--- src/verilog/usr_cfg.svh ---
// register map, field positions, reset values and timing of the serial unit
`ifndef USR_CFG_SVH
`define USR_CFG_SVH
// ------------------------------------------------------------------
// byte offsets on the bus
// ------------------------------------------------------------------
`define USR_OFS_STA   8'h00
`define USR_OFS_TXD   8'h04
`define USR_OFS_RXD   8'h08
`define USR_OFS_CFG   8'h0c
// ------------------------------------------------------------------
// status/control fields
// ------------------------------------------------------------------
`define USR_B_TXISEL1 15
`define USR_B_TXINV   14
`define USR_B_TXISEL0 13
`define USR_B_TXBRK   11
`define USR_B_TXEN    10
`define USR_B_RXISEL  7
`define USR_B_ADDRESS_DETECT_ENABLE   5
`define USR_B_OVERRUN_ERROR_FLAG    1
// ------------------------------------------------------------------
// config fields: divider 15:0, data select 17:16, infrared 18
// ------------------------------------------------------------------
`define USR_B_PARITY_DATA_SELECT   16
`define USR_B_INFRARED_CODING_ENABLE    18
// ------------------------------------------------------------------
// reset values and timing
// ------------------------------------------------------------------
`define USR_STA_RST   16'h0110
`define USR_QDEPTH    3'h4
`define USR_CLK_HZ    100000000
`define USR_BAUD_BPS  115200
`define USR_DIV_RST   16'(`USR_CLK_HZ / `USR_BAUD_BPS)
`endif

--- src/verilog/usr_pkg.sv ---
// types shared by the serial unit
package usr_pkg;
   typedef enum logic [0:0] {TX_IDLE = 1'b0, TX_SHIFT = 1'b1} usr_tx_e;
   typedef enum logic [1:0] {
      RX_IDLE = 2'b00, RX_START = 2'b01, RX_DATA = 2'b11, RX_STOP = 2'b10
   } usr_rx_e;
   typedef struct packed {
      logic       parity_error_flag;
      logic       framing_error_flag;
      logic [8:0] data;
   } usr_rxent_s;
   typedef struct packed {
      logic        cyc;
      logic        stb;
      logic        we;
      logic [3:0]  sel;
      logic [7:0]  adr;
      logic [31:0] dat;
   } usr_wbreq_s;
endpackage : usr_pkg

--- src/verilog/usr_core.sv ---
// serial transceiver status, control and data registers on a wishbone slave
//
// The Wishbone interface to the registers and the register addresses are this design's own decisions.
`timescale 1ns/1ps
`default_nettype none
`include "usr_cfg.svh"
// Notes on behaviour
// tx event on each load into shifter (00) or load leaving buffer empty (10)
// tx event after last frame fully sent (01); code 11 is reserved
// inversion bit sets idle level; infrared coding reverses its meaning
// break sends start, twelve zeros, stop; request bit self clears after
// enable drives pin; clearing aborts frame, empties buffer, frees pin
// buffer full flag reads one when no slot is free
// all-empty flag is one only with shifter and buffer empty; resets one
// rx event on every push, or push reaching three or four characters
// address detect drops chars with ninth bit clear, only in 9-bit mode
// receiver idle flag is one when idle, resets to one
// parity and framing flags belong to the head character
// overrun set by hardware; software clear flushes queue and receiver
// data available is one while queue holds a character
// software writes data in bits 7:0, ninth bit in bit 8
// receive register shows head data and ninth bit; upper bits zero
// reading receive data pops the queue, next head shows its flags
// data select: 11 nine bits, 10 odd, 01 even, 00 no parity
// infrared coding pulses the output; the input is always read as plain serial
// a char arriving on full queue sets overrun; input dropped until clear
module usr_core (
   // system
   input  wire logic               i_sys_clk,
   input  wire logic               i_sys_rst,
   // wishbone slave
   input  wire usr_pkg::usr_wbreq_s i_wb,
   output logic                    o_wb_ack,
   output logic [31:0]             o_wb_dat,
   // serial line
   input  wire logic               i_serial_in_pin,
   output logic                    o_serial_out_pin,
   output logic                    o_serial_out_drive,
   // events
   output logic                    o_tx_irq,
   output logic                    o_rx_irq
);
   // ------------------------------------------------------------------
   // state
   // ------------------------------------------------------------------
   logic ack_ff, nxt_ack, txinv_ff, nxt_txinv, txbrk_ff, nxt_txbrk;
   logic txen_ff, nxt_txen, address_detect_enable_ff, nxt_address_detect_enable, overrun_error_flag_ff, nxt_overrun_error_flag;
   logic infrared_coding_enable_ff, nxt_infrared_coding_enable, tbrk_ff, nxt_tbrk, pin_ff, nxt_pin;
   logic drv_ff, txirq_ff, nxt_txirq, rxirq_ff, nxt_rxirq, rin_ff;
   logic [31:0] rdat_ff, nxt_rdat;
   logic [1:0]  txisel_ff, nxt_txisel, rxisel_ff, nxt_rxisel;
   logic [1:0]  parity_data_select_ff, nxt_parity_data_select, twp_ff, nxt_twp, trp_ff, nxt_trp;
   logic [1:0]  rwp_ff, nxt_rwp, rrp_ff, nxt_rrp;
   logic [2:0]  tcnt_ff, nxt_tcnt, rcnt_ff, nxt_rcnt;
   logic [15:0] div_ff, nxt_div, tdiv_ff, nxt_tdiv, rdiv_ff, nxt_rdiv;
   logic [13:0] tsh_ff, nxt_tsh;
   logic [9:0]  rsh_ff, nxt_rsh;
   logic [3:0]  tbits_ff, nxt_tbits, rbits_ff, nxt_rbits;
   logic [8:0]  txq_ff [0:3];
   logic [8:0]  nxt_txq [0:3];
   usr_pkg::usr_rxent_s rxq_ff [0:3];
   usr_pkg::usr_rxent_s nxt_rxq [0:3];
   usr_pkg::usr_rxent_s head, ent;
   usr_pkg::usr_tx_e tst_ff, nxt_tst;
   usr_pkg::usr_rx_e rst_ff, nxt_rst;
   // ------------------------------------------------------------------
   // bus decode
   // ------------------------------------------------------------------
   logic acc, wr, rd, hit_sta, hit_txd, hit_rxd, hit_cfg, nine, rxda, tx_all_empty_flag;
   logic tx_push, rx_pop, overrun_error_flag_clr, txen_off, tload, brk_done;
   logic rx_push, rx_ovf, rx_done, idle_lvl;
   logic [15:0] sta_val;
   assign acc      = i_wb.cyc & i_wb.stb & ~ack_ff;
   assign wr       = acc & i_wb.we;
   assign rd       = acc & ~i_wb.we;
   assign hit_sta  = i_wb.adr == `USR_OFS_STA;
   assign hit_txd  = i_wb.adr == `USR_OFS_TXD;
   assign hit_rxd  = i_wb.adr == `USR_OFS_RXD;
   assign hit_cfg  = i_wb.adr == `USR_OFS_CFG;
   assign nine     = parity_data_select_ff == 2'h3;
   assign head     = rxq_ff[rrp_ff];
   assign rxda     = rcnt_ff != 3'h0;
   assign tx_all_empty_flag     = (tst_ff == usr_pkg::TX_IDLE) && (tcnt_ff == 3'h0);
   assign tx_push  = wr & hit_txd & i_wb.sel[0] & (tcnt_ff != `USR_QDEPTH);
   assign rx_pop   = rd & hit_rxd & rxda;
   assign overrun_error_flag_clr = wr & hit_sta & i_wb.sel[0] & ~i_wb.dat[`USR_B_OVERRUN_ERROR_FLAG] & overrun_error_flag_ff;
   assign txen_off = wr & hit_sta & i_wb.sel[1] & ~i_wb.dat[`USR_B_TXEN] & txen_ff;
   assign idle_lvl = infrared_coding_enable_ff ? txinv_ff : ~txinv_ff;
   // flags of the head only, masked when nothing is queued
   assign sta_val = {txisel_ff[1], txinv_ff, txisel_ff[0], 1'b0, txbrk_ff, txen_ff,
                     tcnt_ff == `USR_QDEPTH, tx_all_empty_flag, rxisel_ff, address_detect_enable_ff,
                     rst_ff == usr_pkg::RX_IDLE, head.parity_error_flag & rxda,
                     head.framing_error_flag & rxda, overrun_error_flag_ff, rxda};
   // ------------------------------------------------------------------
   // registers and bus answer
   // ------------------------------------------------------------------
   always_comb begin
      nxt_ack    = acc;
      nxt_rdat   = rdat_ff;
      nxt_txisel = txisel_ff;
      nxt_txinv  = txinv_ff;
      nxt_txbrk  = brk_done ? 1'b0 : txbrk_ff;
      nxt_txen   = txen_ff;
      nxt_rxisel = rxisel_ff;
      nxt_address_detect_enable  = address_detect_enable_ff;
      nxt_overrun_error_flag   = overrun_error_flag_clr ? 1'b0 : overrun_error_flag_ff;
      if (rx_ovf) begin
         nxt_overrun_error_flag = 1'b1;
      end
      nxt_div    = div_ff;
      nxt_parity_data_select  = parity_data_select_ff;
      nxt_infrared_coding_enable   = infrared_coding_enable_ff;
      if (rd) begin
         nxt_rdat = 32'h0;
         if (hit_sta) begin
            nxt_rdat[15:0] = sta_val;
         end else if (hit_rxd) begin
            nxt_rdat[8:0] = rxda ? head.data : 9'h0;
         end else if (hit_cfg) begin
            nxt_rdat[18:0] = {infrared_coding_enable_ff, parity_data_select_ff, div_ff};
         end
      end
      if (wr && hit_sta && i_wb.sel[1]) begin
         nxt_txisel = {i_wb.dat[`USR_B_TXISEL1], i_wb.dat[`USR_B_TXISEL0]};
         nxt_txinv  = i_wb.dat[`USR_B_TXINV];
         nxt_txbrk  = i_wb.dat[`USR_B_TXBRK];
         nxt_txen   = i_wb.dat[`USR_B_TXEN];
      end
      if (wr && hit_sta && i_wb.sel[0]) begin
         nxt_rxisel = i_wb.dat[`USR_B_RXISEL -: 2];
         nxt_address_detect_enable  = i_wb.dat[`USR_B_ADDRESS_DETECT_ENABLE];
      end
      if (wr && hit_cfg) begin
         if (i_wb.sel[0]) nxt_div[7:0] = i_wb.dat[7:0];
         if (i_wb.sel[1]) nxt_div[15:8] = i_wb.dat[15:8];
         if (i_wb.sel[2]) begin
            nxt_parity_data_select = i_wb.dat[`USR_B_PARITY_DATA_SELECT +: 2];
            nxt_infrared_coding_enable  = i_wb.dat[`USR_B_INFRARED_CODING_ENABLE];
         end
      end
   end

   always_ff @(posedge i_sys_clk) begin
      if (i_sys_rst) begin
         ack_ff <= 1'b0;
         rdat_ff <= 32'h0;
         {txisel_ff, txinv_ff, txbrk_ff, txen_ff} <= 5'h0;
         {rxisel_ff, address_detect_enable_ff, overrun_error_flag_ff} <= 4'h0;
         div_ff <= `USR_DIV_RST;
         parity_data_select_ff <= 2'h0;
         infrared_coding_enable_ff <= 1'b0;
      end else begin
         ack_ff <= nxt_ack;
         rdat_ff <= nxt_rdat;
         {txisel_ff, txinv_ff, txbrk_ff, txen_ff} <= {nxt_txisel, nxt_txinv, nxt_txbrk, nxt_txen};
         {rxisel_ff, address_detect_enable_ff, overrun_error_flag_ff} <= {nxt_rxisel, nxt_address_detect_enable, nxt_overrun_error_flag};
         div_ff <= nxt_div;
         parity_data_select_ff <= nxt_parity_data_select;
         infrared_coding_enable_ff <= nxt_infrared_coding_enable;
      end
   end
   // ------------------------------------------------------------------
   // transmitter
   // ------------------------------------------------------------------
   always_comb begin
      nxt_txq   = txq_ff;
      nxt_twp   = twp_ff;
      nxt_trp   = trp_ff;
      nxt_tst   = tst_ff;
      nxt_tsh   = tsh_ff;
      nxt_tbits = tbits_ff;
      nxt_tdiv  = tdiv_ff;
      nxt_tbrk  = tbrk_ff;
      nxt_txirq = 1'b0;
      tload     = 1'b0;
      brk_done  = 1'b0;
      if (tx_push) begin
         nxt_txq[twp_ff] = i_wb.dat[8:0];
         nxt_twp = twp_ff + 2'h1;
      end
      case (tst_ff)
         usr_pkg::TX_IDLE: begin
            if (txen_ff && tcnt_ff != 3'h0) begin
               tload    = 1'b1;
               nxt_trp  = trp_ff + 2'h1;
               nxt_tst  = usr_pkg::TX_SHIFT;
               nxt_tdiv = div_ff;
               nxt_tbrk = txbrk_ff;
               if (txbrk_ff) begin
                  nxt_tsh = {1'b1, 12'h0, 1'b0};
                  nxt_tbits = 4'he;
               end else if (nine) begin
                  nxt_tsh = {4'hf, txq_ff[trp_ff], 1'b0};
                  nxt_tbits = 4'hb;
               end else if (parity_data_select_ff != 2'h0) begin
                  nxt_tsh = {4'hf, ^txq_ff[trp_ff][7:0] ^ parity_data_select_ff[1],
                             txq_ff[trp_ff][7:0], 1'b0};
                  nxt_tbits = 4'hb;
               end else begin
                  nxt_tsh = {5'h1f, txq_ff[trp_ff][7:0], 1'b0};
                  nxt_tbits = 4'ha;
               end
               nxt_txirq = (txisel_ff == 2'h0) ||
                           (txisel_ff == 2'h2 && tcnt_ff == 3'h1);
            end
         end
         usr_pkg::TX_SHIFT: begin
            if (tdiv_ff <= 16'h1) begin
               nxt_tdiv  = div_ff;
               nxt_tsh   = {1'b1, tsh_ff[13:1]};
               nxt_tbits = tbits_ff - 4'h1;
               if (tbits_ff == 4'h1) begin
                  nxt_tst  = usr_pkg::TX_IDLE;
                  nxt_tbrk = 1'b0;
                  brk_done = tbrk_ff;
                  nxt_txirq = txisel_ff == 2'h1 && tcnt_ff == 3'h0;
               end
            end else begin
               nxt_tdiv = tdiv_ff - 16'h1;
            end
         end
         default: nxt_tst = usr_pkg::TX_IDLE;
      endcase
      nxt_tcnt = tcnt_ff + {2'h0, tx_push} - {2'h0, tload};
      if (txen_off) begin
         nxt_twp   = 2'h0;
         nxt_trp   = 2'h0;
         nxt_tcnt  = 3'h0;
         nxt_tst   = usr_pkg::TX_IDLE;
         nxt_tbrk  = 1'b0;
         nxt_txirq = 1'b0;
      end
      // infrared: a zero is a pulse in the first quarter of the bit only
      if (tst_ff != usr_pkg::TX_SHIFT || tsh_ff[0]) begin
         nxt_pin = idle_lvl;
      end else if (infrared_coding_enable_ff) begin
         nxt_pin = (tdiv_ff > div_ff - {2'h0, div_ff[15:2]}) ? ~idle_lvl : idle_lvl;
      end else begin
         nxt_pin = ~idle_lvl;
      end
   end

   always_ff @(posedge i_sys_clk) begin
      if (i_sys_rst) begin
         for (int i = 0; i < 4; i++) txq_ff[i] <= 9'h0;
         {twp_ff, trp_ff, tcnt_ff} <= 7'h0;
         tst_ff <= usr_pkg::TX_IDLE;
         tsh_ff <= 14'h3fff;
         tbits_ff <= 4'h0;
         tdiv_ff <= 16'h0;
         tbrk_ff <= 1'b0;
         pin_ff <= 1'b1;
         drv_ff <= 1'b0;
         txirq_ff <= 1'b0;
      end else begin
         txq_ff <= nxt_txq;
         {twp_ff, trp_ff, tcnt_ff} <= {nxt_twp, nxt_trp, nxt_tcnt};
         tst_ff <= nxt_tst;
         tsh_ff <= nxt_tsh;
         tbits_ff <= nxt_tbits;
         tdiv_ff <= nxt_tdiv;
         tbrk_ff <= nxt_tbrk;
         pin_ff <= nxt_pin;
         drv_ff <= txen_ff;
         txirq_ff <= nxt_txirq;
      end
   end
   // ------------------------------------------------------------------
   // receiver
   // ------------------------------------------------------------------
   always_comb begin
      nxt_rxq   = rxq_ff;
      nxt_rwp   = rwp_ff;
      nxt_rrp   = rx_pop ? rrp_ff + 2'h1 : rrp_ff;
      nxt_rst   = rst_ff;
      nxt_rsh   = rsh_ff;
      nxt_rbits = rbits_ff;
      nxt_rdiv  = rdiv_ff - 16'h1;
      nxt_rxirq = 1'b0;
      rx_done   = 1'b0;
      rx_push   = 1'b0;
      rx_ovf    = 1'b0;
      ent.framing_error_flag  = ~rin_ff;
      ent.parity_error_flag  = (parity_data_select_ff == 2'h1 || parity_data_select_ff == 2'h2) && (^rsh_ff[9:1] ^ parity_data_select_ff[1]);
      ent.data  = nine ? rsh_ff[9:1] :
                  (parity_data_select_ff != 2'h0) ? {1'b0, rsh_ff[8:1]} : {1'b0, rsh_ff[9:2]};
      case (rst_ff)
         usr_pkg::RX_IDLE: begin
            if (!rin_ff) begin
               nxt_rst  = usr_pkg::RX_START;
               nxt_rdiv = {1'b0, div_ff[15:1]};
            end
         end
         usr_pkg::RX_START: begin
            if (rdiv_ff <= 16'h1) begin
               nxt_rdiv  = div_ff;
               nxt_rbits = (parity_data_select_ff != 2'h0) ? 4'h9 : 4'h8;
               nxt_rst   = rin_ff ? usr_pkg::RX_IDLE : usr_pkg::RX_DATA;
            end
         end
         usr_pkg::RX_DATA: begin
            if (rdiv_ff <= 16'h1) begin
               nxt_rdiv  = div_ff;
               nxt_rsh   = {rin_ff, rsh_ff[9:1]};
               nxt_rbits = rbits_ff - 4'h1;
               if (rbits_ff == 4'h1) nxt_rst = usr_pkg::RX_STOP;
            end
         end
         usr_pkg::RX_STOP: begin
            if (rdiv_ff <= 16'h1) begin
               nxt_rst = usr_pkg::RX_IDLE;
               rx_done = 1'b1;
            end
         end
         default: nxt_rst = usr_pkg::RX_IDLE;
      endcase
      // address filter only bites in nine-bit mode
      if (rx_done && !(address_detect_enable_ff && nine && !ent.data[8]) && !overrun_error_flag_ff) begin
         if (rcnt_ff == `USR_QDEPTH && !rx_pop) begin
            rx_ovf = 1'b1;
         end else begin
            rx_push = 1'b1;
            nxt_rxq[rwp_ff] = ent;
            nxt_rwp = rwp_ff + 2'h1;
         end
      end
      nxt_rcnt = rcnt_ff + {2'h0, rx_push} - {2'h0, rx_pop};
      nxt_rxirq = rx_push && (!rxisel_ff[1] || (rxisel_ff[0] ? nxt_rcnt == 3'h4
                                                             : nxt_rcnt == 3'h3));
      if (overrun_error_flag_clr) begin
         nxt_rwp  = 2'h0;
         nxt_rrp  = 2'h0;
         nxt_rcnt = 3'h0;
         nxt_rst  = usr_pkg::RX_IDLE;
      end
   end

   always_ff @(posedge i_sys_clk) begin
      if (i_sys_rst) begin
         for (int i = 0; i < 4; i++) rxq_ff[i] <= '0;
         {rwp_ff, rrp_ff, rcnt_ff} <= 7'h0;
         rst_ff <= usr_pkg::RX_IDLE;
         rsh_ff <= 10'h0;
         rbits_ff <= 4'h0;
         rdiv_ff <= 16'h0;
         rxirq_ff <= 1'b0;
         rin_ff <= 1'b1;
      end else begin
         rxq_ff <= nxt_rxq;
         {rwp_ff, rrp_ff, rcnt_ff} <= {nxt_rwp, nxt_rrp, nxt_rcnt};
         rst_ff <= nxt_rst;
         rsh_ff <= nxt_rsh;
         rbits_ff <= nxt_rbits;
         rdiv_ff <= nxt_rdiv;
         rxirq_ff <= nxt_rxirq;
         rin_ff <= i_serial_in_pin;
      end
   end

   assign o_wb_ack = ack_ff;
   assign o_wb_dat = rdat_ff;
   assign o_serial_out_pin = pin_ff;
   assign o_serial_out_drive = drv_ff;
   assign o_tx_irq = txirq_ff;
   assign o_rx_irq = rxirq_ff;
endmodule : usr_core
`default_nettype wire

--- config.mk ---
export PLATFORM = sky130hd
export DESIGN_NAME = usr_core
export DESIGN_NICKNAME = d
export VERILOG_FILES = /design/src/verilog/usr_pkg.sv /design/src/verilog/usr_core.sv
export VERILOG_INCLUDE_DIRS = /design/src /design/src/verilog
export SDC_FILE = /design/constraint.sdc
export NUM_CORES = 1
export LEC_CHECK = 0
export BUFFER_PORTS_ARGS = -buffer_cell sky130_fd_sc_hd__buf_2
export CAP_MARGIN = 0
export CORE_ASPECT_RATIO = 1.5
export CORE_UTILIZATION = 55
export CTS_BUF_LIST = sky130_fd_sc_hd__clkbuf_2 sky130_fd_sc_hd__clkbuf_4 sky130_fd_sc_hd__clkbuf_8
export DETAILED_ROUTE_END_ITERATION = 10
export PLACE_DENSITY_LB_ADDON = 0.1
export SYNTH_ARGS = -nofsm -noshare
export SYNTH_HDL_FRONTEND = slang
export SYNTH_SLANG_ARGS = --single-unit
--- constraint.sdc ---
create_clock -name i_sys_clk -period 5.8 [get_ports i_sys_clk]
set_input_delay 0.58 -clock i_sys_clk [delete_from_list [all_inputs] [get_ports i_sys_clk]]
set_output_delay 0.58 -clock i_sys_clk [all_outputs]
set_load 0.03 [all_outputs]
==> impl_metrics.yaml <==
sta:
  setup_viol: 0
  period_share: 0.733
  maxSlewHeadroom: 0.208
  period_needed_ns: 4.25
  rsz0062_at_grt: "false"
  timing.fmax_mhz: 235
  drv_slew: 0
  fin_skew_ns: 0.0188
  worstMarginPinSlew_ns: 1.18
  finalHoldViolCount: 0
  timing.hold.ws_ns: 0.240
  setup_tns_ns: 0
route:
  vias_per_cell: 5.85
  drt_iter0_drc: 589
  drcViolationCount: 0
  detail-route-antenna-nets: 0
  drt_wl_total_um: 28200
  routedWlPerCell_um: 17.8
  num_vias: 9251
  firstDrtPassIters: 6
power:
  leakagePower_nw: 4.47
  peakVddDrop_mv: 0.179
  fin_total_pwr_mw: 3.29
  p_per_area_nw_per_um2: 275
floorplanning:
  fp.dieArea_sq_um: 20400
  die_h_um: 174
  initial_core_util: 0.566
  coreArea_sq_um: 19200
  ios: 87
  die_w_um: 117
  rows: 62
placed_design:
  place_congestion: 0.914
  post-place-cells: 1519
  dp_hpwl_um: 19600
  io_buffers: 59
clock_tree:
  clockBufferDepth: 3
  h-tree-depth: 2
  insertion_delay_ns: 0.54
  cts_tree: "built"
  cts_hold_buf: 0
  post_cts_buffers: 0
  cts_made_buffers: 35
  root_buffer: "clkbuf_8"
  cts.clk_slew.worst_paths_ns: 0.06
  clock_sinks: 213
  postCtsResizedCells: 0
setup_path:
  worstSetupPathType: "reg -> reg"
  critPathLaunchType: "register"
  worstPathArrival_ns: 4.63
  reg2reg_from: "rdiv_ff[5]"
  cp.required_ns: 6.18
  crit_start: "rdiv_ff[5]"
  end_kind: "register"
  path_max_fanout: 7
logic_synthesis:
  synth-seq-area-share: 0.391
  synth.cell_area_sq_um: 10900
  synth_cell_types: 61
  synth-main-ff-cell: "dfxtp_1"
  ys_ff_latch: 213
  yosysWarningCount: 0
  synth_cells: 1269
  synth-edff-count: 0
  post_synth.cell_area_avg_sq_um: 8.58
  synthArstFlopShare: 0
run:
  cap_violations: 0
global_route:
  grt_start_max_net_pins: 82
  grt_pass1_vias: 8995
  grt_usage: 0.290
  antenna_found_initial: 0
  grt-ovfl-total: 0
  grt_pass1_wl_um: 45800
final_layout:
  final_cell_mix: "dfxtp_1, nor2_1, a21oi_1"
  final_common_cell: "dfxtp_1"
  synthToLayoutAreaGrowth_pct: 9.80
  final_cells: 1581
  fillers: 1814
  layout.nets: 1405
  layout-drive-gt1-share: 0.131
worst_hold_path:
  hold_class: "in -> reg"
  min_from: "i_serial_in_pin"
run_status:
  status: "complete, no violations"
state kept, by name (all words and copies together) (netlist names), 3 cells and up:
signal	flops
rdiv_ff	16
rxq_ff	44
tcnt_ff	3
rcnt_ff	3
tbits_ff	4
rbits_ff	4
tsh_ff	13
div_ff	16
txq_ff	36
o_wb_dat	19
rsh_ff	9
tdiv_ff	16
metrics by stage:
stage	utilization	setup WS, ns	area [sq um]
floorplan	-	2.02	10900
global placement	0.584	1.62	11200
detailed placement	0.584	1.57	11200
CTS	0.622	1.56	12000
global route	0.622	1.28	12000
finish	0.622	1.55	12000
cell type report:
cell class,count,area [sq um],share of cell area
inverters,56,210,0.0176
multi-input cells,922,6040,0.505
clock inverters,4,26.3,0.00220
flip-flops and latches,213,4260,0.356
clock buffers,57,703,0.0588
diodes,1,2.50,0.000209
well taps,256,320,0.0268
repair buffers,72,399,0.0334
worst paths after layout:
kind	slack [ns]	cells past startpoint	end
worst max-delay path	1.55	16	o_rx_irq
worst min-delay path	0.24	2	rin_ff
worst max register to register	1.55	16	o_rx_irq
worst min register to register	0.44	2	tsh_ff[0]
logic make-up (layout without fill, tap and decap cells):
| group | count (synthesis) | count (layout) | synth area share |
|---|---|---|---|
| simple gates | 460 | 460 | 0.195 |
| compound gates | 287 | 287 | 0.173 |
| xor+xnor | 53 | 53 | 0.0426 |
| other cells | 1 | 14 | 0.000344 |
| flops | 213 | 213 | 0.391 |
| buf+inv | 146 | 189 | 0.0595 |
| mux | 54 | 54 | 0.0726 |
| fa+ha+maj | 55 | 55 | 0.0652 |
critical path, cell delays in order (launching register included):
cell and delay (ns):
dfxtp_1 0.33, or4_4 0.55, or4_4 0.44, or3_1 0.52, nor2_4 0.16, and3_1 0.37, inv_1 0.11, ha_1 0.28
inv_1 0.06, ha_1 0.14, inv_1 0.05, fa_1 0.38, xor2_1 0.16, xnor2_1 0.23, o31ai_1 0.11, a31oi_1 0.15
nor3_1 0.07
power breakdown:
part / switching [mW] / internal, mW
combinational: 0.215 / 0.154
clock: 0.595 / 0.767
sequential: 0.0490 / 1.51
Yosys cell counts (4+ instances only):
cell | n | area (sq um)
dfxtp_1 | 213 | 4260
nor2_1 | 188 | 706
a21oi_1 | 99 | 495
nand2_1 | 87 | 327
nand3_1 | 64 | 320
clkbuf_1 | 62 | 233
inv_1 | 55 | 206
ha_1 | 52 | 651
a211oi_1 | 43 | 323
xnor2_1 | 37 | 324
mux2i_1 | 34 | 340
nor3_1 | 34 | 170
o21ai_0 | 34 | 170
a221oi_1 | 24 | 210
mux4_2 | 20 | 450
buf_4 | 18 | 135
a211o_1 | 16 | 140
xor2_1 | 16 | 140
nor4_1 | 14 | 87.6
a22oi_1 | 13 | 97.6
a31oi_1 | 12 | 75.1
nand2b_1 | 12 | 75.1
or3_1 | 8 | 50.1
a21o_1 | 7 | 52.6
nand3b_1 | 6 | 45.0
nor3b_1 | 6 | 45.0
o31ai_1 | 6 | 45.0
and3_1 | 5 | 31.3
nand4_1 | 5 | 31.3
nor2b_1 | 5 | 31.3
o22ai_1 | 5 | 31.3
or2_2 | 5 | 31.3
or4_1 | 5 | 37.5
a221o_1 | 4 | 40.0
and2_4 | 4 | 35.0
buf_1 | 4 | 15.0
buf_6 | 4 | 45.0
o211ai_1 | 4 | 30.0
o21a_1 | 4 | 30.0
layer usage:
metal	wire, um	vias to the layer above	global-route usage	part of all wire
li1	-	4566	-	-
met1	11100	4362	0.338	0.40
met2	14200	252	0.501	0.51
met3	1470	71	0.0499	0.052
met4	1310	0	0.145	0.047
met5	0	-	0	0
Power figures use the tool's default switching activity.
